--- src/dummy_unused_marker.sv ---
`timescale 1ns/10ps
`default_nettype none
`default_nettype wire

--- src/hdlc_tx_pkg.sv ---
`default_nettype none
package hdlc_tx_pkg;
    // Register addresses on the plain port
    localparam logic [3:0] ADDR_CMD = 4'h0;
    localparam logic [3:0] ADDR_DATA = 4'h1;
    localparam logic [3:0] ADDR_STATUS = 4'h2;
    localparam logic [3:0] ADDR_MODE = 4'h4;
    localparam logic [3:0] ADDR_TXCTL = 4'h5;
    localparam logic [3:0] ADDR_ADDRM = 4'h6;
    localparam logic [3:0] ADDR_FLAG = 4'h7;
    localparam logic [3:0] ADDR_ENH = 4'h9;
    localparam logic [3:0] ADDR_LINK = 4'hA;
    // Field positions
    localparam int MODE_PAR_EN = 0;
    localparam int MODE_PAR_EVEN = 1;
    localparam int TXC_CRC_EN = 0;
    localparam int TXC_POLY = 2;
    localparam int TXC_TX_EN = 3;
    localparam int TXC_BITS_LO = 5;
    localparam int LINK_ABORT_UR = 2;
    localparam int LINK_MARK_IDLE = 3;
    localparam int LINK_PRESET = 7;
    localparam int ENH_AUTO_EOM = 1;
    localparam int ENH_REQ_ALL = 5;
    localparam int ST_IN_FRAME = 1;
    localparam int ST_ENTRY_EMPTY = 2;
    localparam int ST_EOM = 6;
    // Command codes
    localparam logic [1:0] CMD_RST_CRC = 2'h1;
    localparam logic [1:0] CMD_RST_EOM = 2'h3;
    localparam logic [2:0] CMD_ABORT = 3'h1;
    // Reset values
    localparam logic [7:0] MODE_RST = 8'h00;
    localparam logic [7:0] TXCTL_RST = 8'h00;
    localparam logic [7:0] LINK_RST = 8'h00;
    localparam logic [7:0] FLAG_RST = 8'h7E;
    localparam logic [7:0] ENH_RST = 8'h20;
    localparam logic [7:0] ADDRM_RST = 8'h00;
    // CRC polynomials, bit-reversed for lsb-first shifting
    localparam logic [15:0] POLY_CCITT = 16'h8408;
    localparam logic [15:0] POLY_CRC16 = 16'hA001;
    // Timing
    localparam int CLK_PERIOD_NS = 100;
    localparam int BIT_TIME_NS = 1000;
    localparam int BIT_DIV = (BIT_TIME_NS + CLK_PERIOD_NS - 1) / CLK_PERIOD_NS;
    localparam int ZERO_DELAY_BITS = 5;
    localparam logic [4:0] GROUP_BITS = 5'h08;
    localparam logic [4:0] CRC_BITS = 5'h10;
    localparam logic [2:0] STUFF_RUN = 3'h5;
    localparam logic [2:0] FIFO_DEPTH = 3'h4;
    // Kind of pattern in the shift register
    typedef enum logic [2:0] {
        K_MARK = 3'b000,
        K_FLAG = 3'b001,
        K_DATA = 3'b010,
        K_CRC = 3'b011,
        K_ABORT = 3'b100
    } kind_type;
    // One shift register load
    typedef struct packed {
        kind_type kind;
        logic [4:0] len;
        logic [15:0] data;
    } load_type;
endpackage : hdlc_tx_pkg
`default_nettype wire

--- src/hdlc_frame_transmitter.sv ---
// Summary of operation
// - Zero after five ones, never in flags/aborts
// - Opening flag from pattern register before data
// - Mark idle ones go out eight at once
// - Five to eight bits, right justified
// - Optional parity bit, odd or even sense
// - Address fields are plain data, no matching
// - Entry-empty flag follows FIFO entry location
// - Request on entry empty or whole empty
// - Length sampled when character enters shifter
// - Polynomial select zero means CRC-CCITT
// - CRC preset to ones or zeros
// - CRC accumulates over frame characters
// - Auto mode resets CRC and latch per frame
// - Underrun sends flag, CRC or abort
// - Abort command: eight ones, FIFO cleared
// - Five bit times through zero inserter
// - Latch sets when CRC or abort loaded
// - Disable finishes character, CRC length kept
// - CRC sent inverted
`timescale 1ns/10ps
`default_nettype none
module hdlc_frame_transmitter
    import hdlc_tx_pkg::*;
(
    input wire logic clk_i,
    input wire logic nrst_i,
    input wire logic [3:0] addr_i,
    input wire logic [7:0] wdata_i,
    input wire logic wr_i,
    input wire logic rd_i,
    output logic [7:0] rdata_o,
    output logic txd_o,
    output logic tx_req_o,
    output logic eom_evt_o
);
    localparam int DLY_CYC = ZERO_DELAY_BITS * BIT_DIV;

    // Software registers
    logic [7:0] mode_reg;
    logic [7:0] txctl_reg;
    logic [7:0] addrm_reg; // Receiver only, never read by transmit logic
    logic [7:0] flag_reg;
    logic [7:0] enh_reg;
    logic [7:0] link_reg;
    // FIFO
    logic [7:0] fifo_mem [4];
    logic [1:0] wr_ptr_reg;
    logic [1:0] rd_ptr_reg;
    logic [2:0] cnt_reg;
    // Transmit state
    load_type sh_reg;
    logic [2:0] ones_reg;
    logic [15:0] crc_reg;
    logic eom_reg;
    logic in_frame_reg;
    logic flag_due_reg;
    logic abort_pend_reg;
    logic [7:0] div_reg;
    logic [4:0] dly_reg;
    // Combinational
    logic tick;
    logic cmd_wr;
    logic crc_rst_cmd;
    logic eom_rst_cmd;
    logic abort_cmd;
    logic push;
    logic tx_en;
    logic ld_go;
    load_type ld;
    load_type src;
    logic pop;
    logic set_eom;
    logic start_frame;
    logic end_frame;
    logic ur_end;
    logic stuff;
    logic bit_out;
    logic [4:0] crc_idx;
    logic [4:0] nbits;
    logic [7:0] cmask;
    logic [7:0] chr;
    logic par;
    logic [15:0] crc_step;
    logic [15:0] preset;

    // Character length from the two length bits
    function automatic logic [4:0] char_len(input logic [1:0] code);
        case (code)
            2'h0: char_len = 5'h05;
            2'h1: char_len = 5'h07;
            2'h2: char_len = 5'h06;
            default: char_len = 5'h08;
        endcase
    endfunction : char_len

    // One lsb-first CRC step
    function automatic logic [15:0] crc_bit(input logic [15:0] c,
            input logic b, input logic [15:0] poly);
        crc_bit = {1'b0, c[15:1]} ^ ((c[0] ^ b) ? poly : 16'h0000);
    endfunction : crc_bit

    // Command decode, one pulse per write
    assign cmd_wr = wr_i && (addr_i == ADDR_CMD);
    assign crc_rst_cmd = cmd_wr && (wdata_i[7:6] == CMD_RST_CRC);
    assign eom_rst_cmd = cmd_wr && (wdata_i[7:6] == CMD_RST_EOM);
    assign abort_cmd = cmd_wr && (wdata_i[5:3] == CMD_ABORT);
    assign push = wr_i && (addr_i == ADDR_DATA) && (cnt_reg != FIFO_DEPTH);
    assign tx_en = txctl_reg[TXC_TX_EN];

    // Configuration writes
    always_ff @(posedge clk_i) begin
        if (!nrst_i) begin
            mode_reg <= MODE_RST;
            txctl_reg <= TXCTL_RST;
            addrm_reg <= ADDRM_RST;
            flag_reg <= FLAG_RST;
            enh_reg <= ENH_RST;
            link_reg <= LINK_RST;
        end else if (wr_i) begin
            if (addr_i == ADDR_MODE) begin
                mode_reg <= wdata_i;
            end else if (addr_i == ADDR_TXCTL) begin
                txctl_reg <= wdata_i;
            end else if (addr_i == ADDR_ADDRM) begin
                addrm_reg <= wdata_i;
            end else if (addr_i == ADDR_FLAG) begin
                flag_reg <= wdata_i;
            end else if (addr_i == ADDR_ENH) begin
                enh_reg <= wdata_i;
            end else if (addr_i == ADDR_LINK) begin
                link_reg <= wdata_i;
            end
        end
    end

    // Read data, one cycle after the strobe
    always_ff @(posedge clk_i) begin
        if (!nrst_i) begin
            rdata_o <= 8'h00;
        end else if (rd_i) begin
            if (addr_i == ADDR_STATUS) begin
                rdata_o <= 8'h00;
                rdata_o[ST_IN_FRAME] <= in_frame_reg;
                rdata_o[ST_ENTRY_EMPTY] <= (cnt_reg != FIFO_DEPTH);
                rdata_o[ST_EOM] <= eom_reg;
            end else if (addr_i == ADDR_MODE) begin
                rdata_o <= mode_reg;
            end else if (addr_i == ADDR_TXCTL) begin
                rdata_o <= txctl_reg;
            end else if (addr_i == ADDR_ADDRM) begin
                rdata_o <= addrm_reg;
            end else if (addr_i == ADDR_FLAG) begin
                rdata_o <= flag_reg;
            end else if (addr_i == ADDR_ENH) begin
                rdata_o <= enh_reg;
            end else if (addr_i == ADDR_LINK) begin
                rdata_o <= link_reg;
            end else begin
                rdata_o <= 8'h00;
            end
        end else begin
            rdata_o <= 8'h00;
        end
    end

    // Bit rate divider
    always_ff @(posedge clk_i) begin
        if (!nrst_i || tick) begin
            div_reg <= 8'h00;
        end else begin
            div_reg <= div_reg + 8'h01;
        end
    end
    assign tick = (div_reg == 8'(BIT_DIV - 1));

    // Request on entry empty or on whole FIFO empty
    assign tx_req_o = tx_en && (enh_reg[ENH_REQ_ALL] ? (cnt_reg == 3'h0)
                                : (cnt_reg != FIFO_DEPTH));

    // FIFO storage and pointers, abort clears it
    always_ff @(posedge clk_i) begin
        if (!nrst_i || abort_cmd) begin
            wr_ptr_reg <= 2'h0;
            rd_ptr_reg <= 2'h0;
            cnt_reg <= 3'h0;
        end else begin
            if (push) begin
                fifo_mem[wr_ptr_reg] <= wdata_i;
                wr_ptr_reg <= wr_ptr_reg + 2'h1;
            end
            if (pop) begin
                rd_ptr_reg <= rd_ptr_reg + 2'h1;
            end
            if (push && !pop) begin
                cnt_reg <= cnt_reg + 3'h1;
            end else if (pop && !push) begin
                cnt_reg <= cnt_reg - 3'h1;
            end
        end
    end

    // Character formatting: length taken at load time
    always_comb begin
        nbits = char_len(txctl_reg[TXC_BITS_LO+1:TXC_BITS_LO]);
        cmask = 8'hFF >> (4'h8 - nbits[3:0]);
        chr = fifo_mem[rd_ptr_reg] & cmask;
        par = (^chr) ^ ~mode_reg[MODE_PAR_EVEN];
    end

    // Next pattern choice when the shifter runs empty
    always_comb begin
        ld_go = tick && (sh_reg.len == 5'h00);
        ld = '{kind: K_MARK, len: GROUP_BITS, data: 16'hFFFF};
        pop = 1'b0;
        set_eom = 1'b0;
        start_frame = 1'b0;
        end_frame = 1'b0;
        ur_end = 1'b0;
        if (!ld_go) begin
            // Keep current pattern
        end else if (abort_pend_reg) begin
            ld.kind = K_ABORT;
            set_eom = 1'b1;
        end else if (flag_due_reg) begin
            ld = '{kind: K_FLAG, len: GROUP_BITS, data: {8'h00, flag_reg}};
        end else if (!tx_en) begin
            ld.kind = K_MARK;
        end else if (cnt_reg != 3'h0) begin
            if (!in_frame_reg) begin
                ld = '{kind: K_FLAG, len: GROUP_BITS, data: {8'h00, flag_reg}};
                start_frame = 1'b1;
            end else begin
                ld.kind = K_DATA;
                ld.len = nbits + {4'h0, mode_reg[MODE_PAR_EN]};
                ld.data = {8'h00, chr} | (mode_reg[MODE_PAR_EN] ?
                          (16'(par) << nbits) : 16'h0000);
                pop = 1'b1;
            end
        end else if (in_frame_reg) begin
            end_frame = 1'b1;
            if (eom_reg) begin
                ld = '{kind: K_FLAG, len: GROUP_BITS, data: {8'h00, flag_reg}};
            end else if (link_reg[LINK_ABORT_UR]) begin
                ld.kind = K_ABORT;
                set_eom = 1'b1;
                ur_end = 1'b1;
            end else begin
                ld = '{kind: K_CRC, len: CRC_BITS, data: ~crc_reg};
                set_eom = 1'b1;
                ur_end = 1'b1;
            end
        end else if (link_reg[LINK_MARK_IDLE]) begin
            ld.kind = K_MARK;
        end else begin
            ld = '{kind: K_FLAG, len: GROUP_BITS, data: {8'h00, flag_reg}};
        end
    end

    // Bit source, zero insertion and CRC step
    always_comb begin
        src = (sh_reg.len == 5'h00) ? ld : sh_reg;
        // Run count grows only in data and CRC, so a run of five is
        // broken even when a flag or mark follows; aborts stay pure ones
        stuff = (src.kind != K_ABORT) && (ones_reg == STUFF_RUN);
        crc_idx = CRC_BITS - src.len;
        bit_out = 1'b1;
        if (stuff) begin
            bit_out = 1'b0;
        end else if ((src.kind == K_CRC) && !tx_en) begin
            bit_out = flag_reg[crc_idx[2:0]];
        end else begin
            bit_out = src.data[0];
        end
        crc_step = crc_bit(crc_reg, src.data[0],
                   txctl_reg[TXC_POLY] ? POLY_CRC16 : POLY_CCITT);
        preset = link_reg[LINK_PRESET] ? 16'hFFFF : 16'h0000;
    end

    // Shift register, advanced once per bit time
    always_ff @(posedge clk_i) begin
        if (!nrst_i) begin
            sh_reg <= '{kind: K_MARK, len: 5'h00, data: 16'h0000};
            ones_reg <= 3'h0;
        end else if (tick) begin
            if (stuff) begin
                sh_reg <= src; // Inserted zero holds the bit
                ones_reg <= 3'h0;
            end else begin
                sh_reg.kind <= src.kind;
                sh_reg.len <= src.len - 5'h01;
                sh_reg.data <= {1'b0, src.data[15:1]};
                // Flags and aborts restart the run count
                if ((src.kind == K_DATA) || (src.kind == K_CRC)) begin
                    ones_reg <= bit_out ? ones_reg + 3'h1 : 3'h0;
                end else begin
                    ones_reg <= 3'h0;
                end
            end
        end
    end

    // CRC generator
    always_ff @(posedge clk_i) begin
        if (!nrst_i) begin
            crc_reg <= 16'hFFFF;
        end else if (crc_rst_cmd || (start_frame && enh_reg[ENH_AUTO_EOM])) begin
            crc_reg <= preset;
        end else if (tick && !stuff && (src.kind == K_DATA) &&
                     txctl_reg[TXC_CRC_EN]) begin
            crc_reg <= crc_step;
        end
    end

    // End-of-message latch, set wins over clear
    always_ff @(posedge clk_i) begin
        if (!nrst_i) begin
            eom_reg <= 1'b1;
        end else if (set_eom) begin
            eom_reg <= 1'b1;
        end else if (eom_rst_cmd || (start_frame && enh_reg[ENH_AUTO_EOM])) begin
            eom_reg <= 1'b0;
        end
    end
    logic eom_pulse_reg; // Latch set event, one cycle long
    always_ff @(posedge clk_i) begin
        if (!nrst_i) begin
            eom_pulse_reg <= 1'b0;
        end else begin
            eom_pulse_reg <= set_eom;
        end
    end
    assign eom_evt_o = eom_pulse_reg;

    // Frame state, pending abort and closing flag
    always_ff @(posedge clk_i) begin
        if (!nrst_i) begin
            in_frame_reg <= 1'b0;
            flag_due_reg <= 1'b0;
            abort_pend_reg <= 1'b0;
        end else begin
            if (abort_cmd) begin
                abort_pend_reg <= 1'b1;
                in_frame_reg <= 1'b0;
            end else if (ld_go && abort_pend_reg) begin
                abort_pend_reg <= 1'b0;
            end
            if (!abort_cmd && start_frame) begin
                in_frame_reg <= 1'b1;
            end else if (!abort_cmd && end_frame) begin
                in_frame_reg <= 1'b0;
            end
            if (ur_end) begin
                flag_due_reg <= 1'b1;
            end else if (ld_go && flag_due_reg && !abort_pend_reg) begin
                flag_due_reg <= 1'b0;
            end
        end
    end

    // Inserter delay line to the pin
    always_ff @(posedge clk_i) begin
        if (!nrst_i) begin
            dly_reg <= 5'h1F;
        end else if (tick) begin
            dly_reg <= {dly_reg[3:0], bit_out};
        end
    end
    assign txd_o = dly_reg[4];
endmodule : hdlc_frame_transmitter
`default_nettype wire

--- config.mk ---
export PLATFORM = sky130hd
export DESIGN_NAME = hdlc_frame_transmitter
export DESIGN_NICKNAME = d
export VERILOG_FILES = /design/src/dummy_unused_marker.sv /design/src/hdlc_tx_pkg.sv /design/src/hdlc_frame_transmitter.sv
export SDC_FILE = /design/constraint.sdc
export NUM_CORES = 1
export LEC_CHECK = 0
export BUFFER_PORTS_ARGS = -buffer_cell sky130_fd_sc_hd__buf_2
export CORE_UTILIZATION = 45
export DETAILED_ROUTE_END_ITERATION = 8
export SYNTH_ARGS = -nofsm -noshare
export SYNTH_HDL_FRONTEND = slang
export SYNTH_SLANG_ARGS = --single-unit
--- constraint.sdc ---
create_clock -name clk_i -period 5.98 [get_ports clk_i]
set_input_delay 0.299 -clock clk_i [delete_from_list [all_inputs] [get_ports clk_i]]
set_output_delay 0.299 -clock clk_i [all_outputs]
set_load 0.01 [all_outputs]
==> reports/qor.txt, run 1 <==
post-detailed-placement half-perimeter wirelength -> 15,200 um
Primary FF master, synth -> dfxtp_1
number of design-rule violations left by the first detailed-router iteration -> 447
unrepaired setup endpoints after global routing -> false
hold bufs inserted after CTS -> 0
crit path launch type -> flop
maximum number of pins on one net before global-route repair -> 64
final weighted congestion in routability-driven placement -> 0.880
period utilization -> 59.7%
Die Span X -> 134 um
total count of hold-check failures in the final report -> 0
synth unique cells -> 74
Least-Margin Pin Slew -> 1070 ps
cell types with the largest area share after synthesis -> dfxtp_1, edfxtp_1, mux2i_1, nor2_1, nand2_1
Max-cap violations -> 0
clock network latency to the later pin of the worst-skew pair -> 430 ps
CTS tree -> done
share of layout cells above drive strength 1 -> 9.98%
Yosys warnings -> 0
static leakage -> 3.17 nW
max reg flops -> 32
worst path required time -> 6300 ps
floorplan row count -> 48
final setup vio count -> 0
Seq cells post-synth -> 158
sequential element share of the synthesized area -> 44.2%
total negative slack -> 0 ps
delay of the slowest cell on the worst path -> 440 ps
core area -> 17,200 um2
Post-Route WL -> 21,500 um
starting density of the core -> 45.8%
first-pass detailed-route iteration total -> 5
quantity of I/O buffers inserted on ports -> 26
clock sink total -> 158
number of enable-type register cells in the synthesized netlist -> 32
topmost layer with routed signal wires -> met4
class of the tightest hold or removal check -> input port to flop
wire length on met1 -> 9900 um
WL per Instance -> 19.2 um
Async S/R FF share, synth -> 0%
cell taking the most area after synthesis -> dfxtp_1
Crit path max-delay family -> simple AND/OR/NAND/NOR gates
synthesized net count -> 916
mean post-synth cell area -> 8.93 um2
cell chain of the critical path -> ha_1 > nor4b_2 > and4_1 > nand2_1 > nor2_1 > a21oi_1 > ha_1 > mux2i_1 > mux2i_1 > mux2i_1 > mux2i_1 > a31oi_1 > mux2i_1
area added between synthesis and finish -> 9.90%
worst ir drop on vdd -> 0.202 mV
Vias -> 6,473
height of the die -> 134 um
kind of capture point of the worst setup path -> flop
initial antenna violation count -> 0
Max H-tree Level -> 4
clock buffers created by TritonCTS -> 17
I/O pin count -> 27
post-synthesis cell area -> 7890 um2
Fmax -> 280 MHz
via density per instance -> 5.79
cell mode on critical path -> mux2i_1
Syn Inst Count -> 883
minimum hold slack -> 222 ps
Die Footprint -> 18,100 um2
Resized cells post-CTS -> 0
signal arrival time at the worst endpoint -> 3890 ps
number of DRC violations after detailed routing -> 0
total power density per cell area -> 258 nW/um2
first-pass GRT wire length -> 34,300 um
worst setup path class -> flop to flop
DR WL met3 -> 1000 um
global-route total usage across every layer -> 25.0%
number of global-route vias before repair -> 6,122
buffers from clock root to sink, at most -> 2
sum of overflow across all layers after global routing -> 0
Critical Path Slowest Stage Cell -> ha_1
Antenna Violating Nets Remaining -> 0
met2 wire len -> 10,100 um
clock skew -> 14.7 ps
antenna fix cells -> 0
Crit path buffers/inverters -> 0
clock transition at the registers of the reported paths -> 70 ps
# fillers -> 1,603
Max-Slew Margin vs Limit -> 28.4%
final-report max-slew violation count -> 0
post-layout utilization of the core -> 50.3%
Worst Path Max Fanout -> 6
number of setup buffers added after CTS -> 0
total number of nets in the final design -> 912
minimum period implied by the final worst setup slack -> 3570 ps
result of the run -> finished, final reports clean
master cell of the clock root buffer -> clkbuf_16
proportion of netlist area held by the largest area contributor -> 32.0%
==> metal layers <==
metal	track usage [%]	vias up
met3	4.38	34
li1	-	3150
met1	33.2	3117
met5	0	-
met2	40.6	172
met4	9.05	0
==> layout make-up <==
class	count	area, um2	area share [%]
clock buffer	20	448	5.17
clock inverter	12	103	1.18
inverter	26	97.6	1.13
multi-input combinational	646	4100	47.3
sequential	158	3480	40.2
tap	225	282	3.25
timing repair buffer	30	160	1.85
==> cells by family (layout without fill, tap and decap cells) <==
kind of cell | Yosys count | in the layout | synth area share [%]
XOR/XNOR | 30 | 30 | 3.62
AO/OA/AOI/OAI | 211 | 211 | 17.4
flip-flops | 158 | 158 | 44.2
AND/OR/NAND/NOR | 331 | 331 | 19.3
multiplexers | 57 | 57 | 8.66
buffers and inverters | 79 | 88 | 3.92
adder cells (fa/ha/maj) | 17 | 17 | 2.89
==> path summary, 6_finish.rpt <==
path              slack, ps  depth (start not counted)        start           to
setup / recovery       2410                         13   div_reg[0]  ones_reg[2]
hold reg to reg         460                          2  link_reg[0]  link_reg[0]
setup reg to reg       2410                         13   div_reg[0]  ones_reg[2]
hold / removal          220                          3         rd_i   rdata_o[6]
==> layout by cell type, fill, tap and decap left out, types with 9 or more instances in the layout <==
cell       count
a211oi_1      17
a21oi_1       62
and3_1         9
buf_2         26
clkbuf_16     17
dfxtp_1      126
edfxtp_1      32
ha_1          15
inv_1         25
mux2i_1       48
mux4_2         9
nand2_1       92
nand2b_1       9
nand3_1       40
nor2_1       121
nor2b_1        9
nor3_1        13
o21ai_0       47
o22ai_1       12
xnor2_1       15
xor2_1        13
==> power by group <==
group	internal, mW	switching (mW)	total (mW)
sequential	1.09	0.0104	1.10
combinational	0.0313	0.0732	0.105
clock	0.556	0.469	1.02
total	1.68	0.552	2.23
==> worst min-delay path, delay by kind of cell <==
kind,cells,cell delay (ps)
buffers and inverters,1,100
and+or+nand+nor,2,210
==> synth_stat cells, drive strengths merged (7+ instances only) <==
cell      n
clkbuf   45
nor2b     9
and3      9
a21oi    62
a311oi    7
nand2b   10
xnor2    15
xor2     14
edfxtp   32
a211oi   17
nand2    92
o21ai    49
nor3     14
dfxtp   126
a31oi     8
o22ai    12
nand3    41
ha       15
mux4      9
buf       8
a22oi     7
nor2    121
and2      9
mux2i    48
inv      26
==> per-stage QoR <==
step / cell area, um2 / instances / power, mW / setup WS (ps)
2_1_floorplan: 7890 / 883 / 1.19 / 2830
3_3_place_gp: 8120 / 1085 / 1.23 / 2590
3_5_place_dp: 8120 / 1085 / 1.23 / 2410
4_1_cts: 8670 / 1117 / 2.25 / 2390
5_1_grt: 8670 / 1117 / 2.30 / 1990
6_report: 8670 / 1117 / 2.23 / 2410
Note: power is estimated with default switching activity, not from simulation.
==> run 2: changes to the inputs <==
--- a/config.mk
+++ b/config.mk
@@ -5,6 +5,7 @@
 export SDC_FILE = /design/constraint.sdc
 export NUM_CORES = 1
 export LEC_CHECK = 0
+export ABC_AREA = 1
 export BUFFER_PORTS_ARGS = -buffer_cell sky130_fd_sc_hd__buf_2
 export CORE_UTILIZATION = 45
 export DETAILED_ROUTE_END_ITERATION = 8
==> constraint.sdc (replaced) <==
create_clock -name clk_i -period 3.12 [get_ports clk_i]
set_input_delay 0.156 -clock clk_i [delete_from_list [all_inputs] [get_ports clk_i]]
set_output_delay 0.156 -clock clk_i [all_outputs]
set_load 0.01 [all_outputs]
==> run 2 against run 1 <==
Flip-flop and latch count stayed put; non-clock buffer count is 18 higher; register-to-register slack worse by 2000 ps; fmax is 32% higher; clock skew fell by 5.6 ps; power grew 94%; final area rose by 3.8%; global-route usage down 0.57 points; clock-buffer cell count fell by 1; combinational power up 100%; core utilization up 1.5 points; largest power group unchanged.
==> reports/qor.txt, run 2 <==
height of the die -> 136 um
most numerous cell in the Yosys netlist -> nand2_1
cell types with the largest area share after synthesis -> dfxtp_1, edfxtp_1, nand2_1, a21oi_1, inv_1
Worst Path Max Fanout -> 6
minimum period implied by the final worst setup slack -> 2710 ps
floorplan row count -> 48
unrepaired setup endpoints after global routing -> false
origin of the critical flop-to-flop path -> txctl_reg[6]
Yosys warnings -> 0
final weighted congestion in routability-driven placement -> 0.905
kind of capture point of the worst setup path -> flop
proportion of netlist area held by the largest area contributor -> 31.4%
share of layout cells above drive strength 1 -> 11.2%
clock buffers created by TritonCTS -> 17
number of setup buffers added after CTS -> 0
clock transition at the registers of the reported paths -> 70 ps
sequential element share of the synthesized area -> 43.3%
# fillers -> 1,711
clock skew -> 9.15 ps
post-detailed-placement half-perimeter wirelength -> 15,700 um
first-pass detailed-route iteration total -> 5
final setup vio count -> 0
Least-Margin Pin Slew -> 791 ps
initial antenna violation count -> 0
Die Span X -> 136 um
cell taking the most area after synthesis -> dfxtp_1
clock network latency to the later pin of the worst-skew pair -> 430 ps
I/O pin count -> 27
starting density of the core -> 46.3%
signal arrival time at the worst endpoint -> 3010 ps
total number of nets in the final design -> 1,141
Die Footprint -> 18,400 um2
total count of hold-check failures in the final report -> 0
number of global-route vias before repair -> 6,422
via density per instance -> 5.35
Vias -> 7,198
worst ir drop on vdd -> 0.382 mV
buffers from clock root to sink, at most -> 2
synth unique cells -> 55
final-report max-slew violation count -> 0
max reg flops -> 32
Max H-tree Level -> 4
sum of overflow across all layers after global routing -> 0
source of the critical timing path -> txctl_reg[6]
Max-cap violations -> 0
master cell of the clock root buffer -> clkbuf_16
total negative slack -> 0 ps
Fmax -> 369 MHz
CTS tree -> done
global-route total usage across every layer -> 24.4%
Seq cells post-synth -> 158
area added between synthesis and finish -> 11.9%
core area -> 17,400 um2
result of the run -> finished, final reports clean
Async S/R FF share, synth -> 0%
WL per Instance -> 16.1 um
worst setup path class -> flop to flop
Syn Inst Count -> 1,080
maximum number of pins on one net before global-route repair -> 53
ranking of synthesized cells by instance count -> nand2_1, inv_1, dfxtp_1, a21oi_1, o21ai_0
start point of the worst hold path -> wdata_i[0]
crit path launch type -> flop
antenna fix cells -> 0
post-synthesis cell area -> 8040 um2
final worst setup slack -> 409 ps
commonest cells after routing, fill and taps aside -> nand2_1, inv_1, dfxtp_1, a21oi_1, o21ai_0
class of the tightest hold or removal check -> input port to flop
first-pass GRT wire length -> 33,900 um
number of enable-type register cells in the synthesized netlist -> 32
number of DRC violations after detailed routing -> 0
period utilization -> 86.9%
quantity of I/O buffers inserted on ports -> 26
Max-Slew Margin vs Limit -> 47.1%
DP Worst Slack -> 198 ps
number of design-rule violations left by the first detailed-router iteration -> 565
Primary FF master, synth -> dfxtp_1
static leakage -> 3.86 nW
Post-Route WL -> 21,700 um
worst path required time -> 3420 ps
mean post-synth cell area -> 7.44 um2
commonest non-fill, non-tap cell in the layout -> nand2_1
Antenna Violating Nets Remaining -> 0
synthesized net count -> 1,113
clock sink total -> 158
total power density per cell area -> 481 nW/um2
==> run 2: cell types whose count changed after synthesis, moves of 11 or more <==
cell,delta
xnor2_1,-14
mux2i_1,-47
nand3_1,+22
o211ai_1,+11
nor2_1,-42
nand2_1,+138
a21oi_1,+44
clkbuf_1,-24
inv_1,+116
o21ai_0,+49
==> run 2: power by group <==
group	internal (mW)	switching [mW]
combinational	0.0606	0.155
sequential	2.10	0.0155
clock	1.11	0.880
total	3.28	1.05
==> run 2: cells by family after synthesis <==
group,synth area share (%)
xor+xnor,0.856
buf+inv,9.74
fa+ha+maj,2.83
compound gates,20.7
flops,43.3
simple gates,22.4
mux,0.125
==> run 2: repair_timing <==
item,in CTS,in global routing
endpoints found under the hold margin,0,0
hold buffers,0,0
setup endpoints to repair,0,8
gates resized for setup,0,6
==> run 2: layer usage <==
layer | global-route usage, % | part of all wire [%] | vias up
met1 | 33.9 | 48 | 3299
met3 | 4.34 | 5.6 | 43
met2 | 37.1 | 44 | 213
met4 | 10.1 | 2.5 | 0
li1 | - | - | 3643
met5 | 0 | 0 | -
==> run 2: final cells by class <==
type                            instances  area [um2]  area share (%)
Inverter                              156         588            6.54
Clock buffer                           19         433            4.81
Timing Repair Buffer                   48         295            3.28
Multi-Input combinational cell        727        3780            42.0
Tap cell                              225         282            3.13
Sequential cell                       158        3490            38.8
Clock inverter                         13         133            1.47
==> run 2: worst paths after layout <==
check        slack, ps  depth (start not counted)        endpoint
min                100                          1  fifo_mem[0][0]
max reg2reg        410                         23       sh_reg[6]
min reg2reg        460                          2    addrm_reg[6]
max                410                         23       sh_reg[6]
==> run 2: per-stage QoR <==
step | hold slack, ps | utilization (%) | instances | instance area, um2 | power, mW
finish | 104 | 51.8 | 1346 | 9000 | 4.33
global route | 87.0 | 51.8 | 1346 | 9000 | 4.46
detailed placement | 441 | 48.5 | 1314 | 8420 | 2.38
CTS | 84.8 | 51.8 | 1346 | 8990 | 4.36
floorplan | 255 | - | 1080 | 8040 | 2.29
global placement | 429 | 48.5 | 1314 | 8420 | 2.37
==> run 2: critical path, stage by stage, from the launching register on <==
cell and delay [ps]:
dfxtp_2 390, inv_1 110, ha_2 390, inv_1 110, o21ai_2 170, inv_1 50
nor2_1 130, nand2_1 60, nand2_1 60, nand2_1 80, nand2_1 90, nand2_1 60
nand3_1 90, nand2_2 100, nand3_1 80, nand2_1 70, nand2_1 80, nand2_1 50
nand2_1 60, nand2_1 80, nand3_1 80, nand2_1 50, nor2_1 90, nor2_1 40
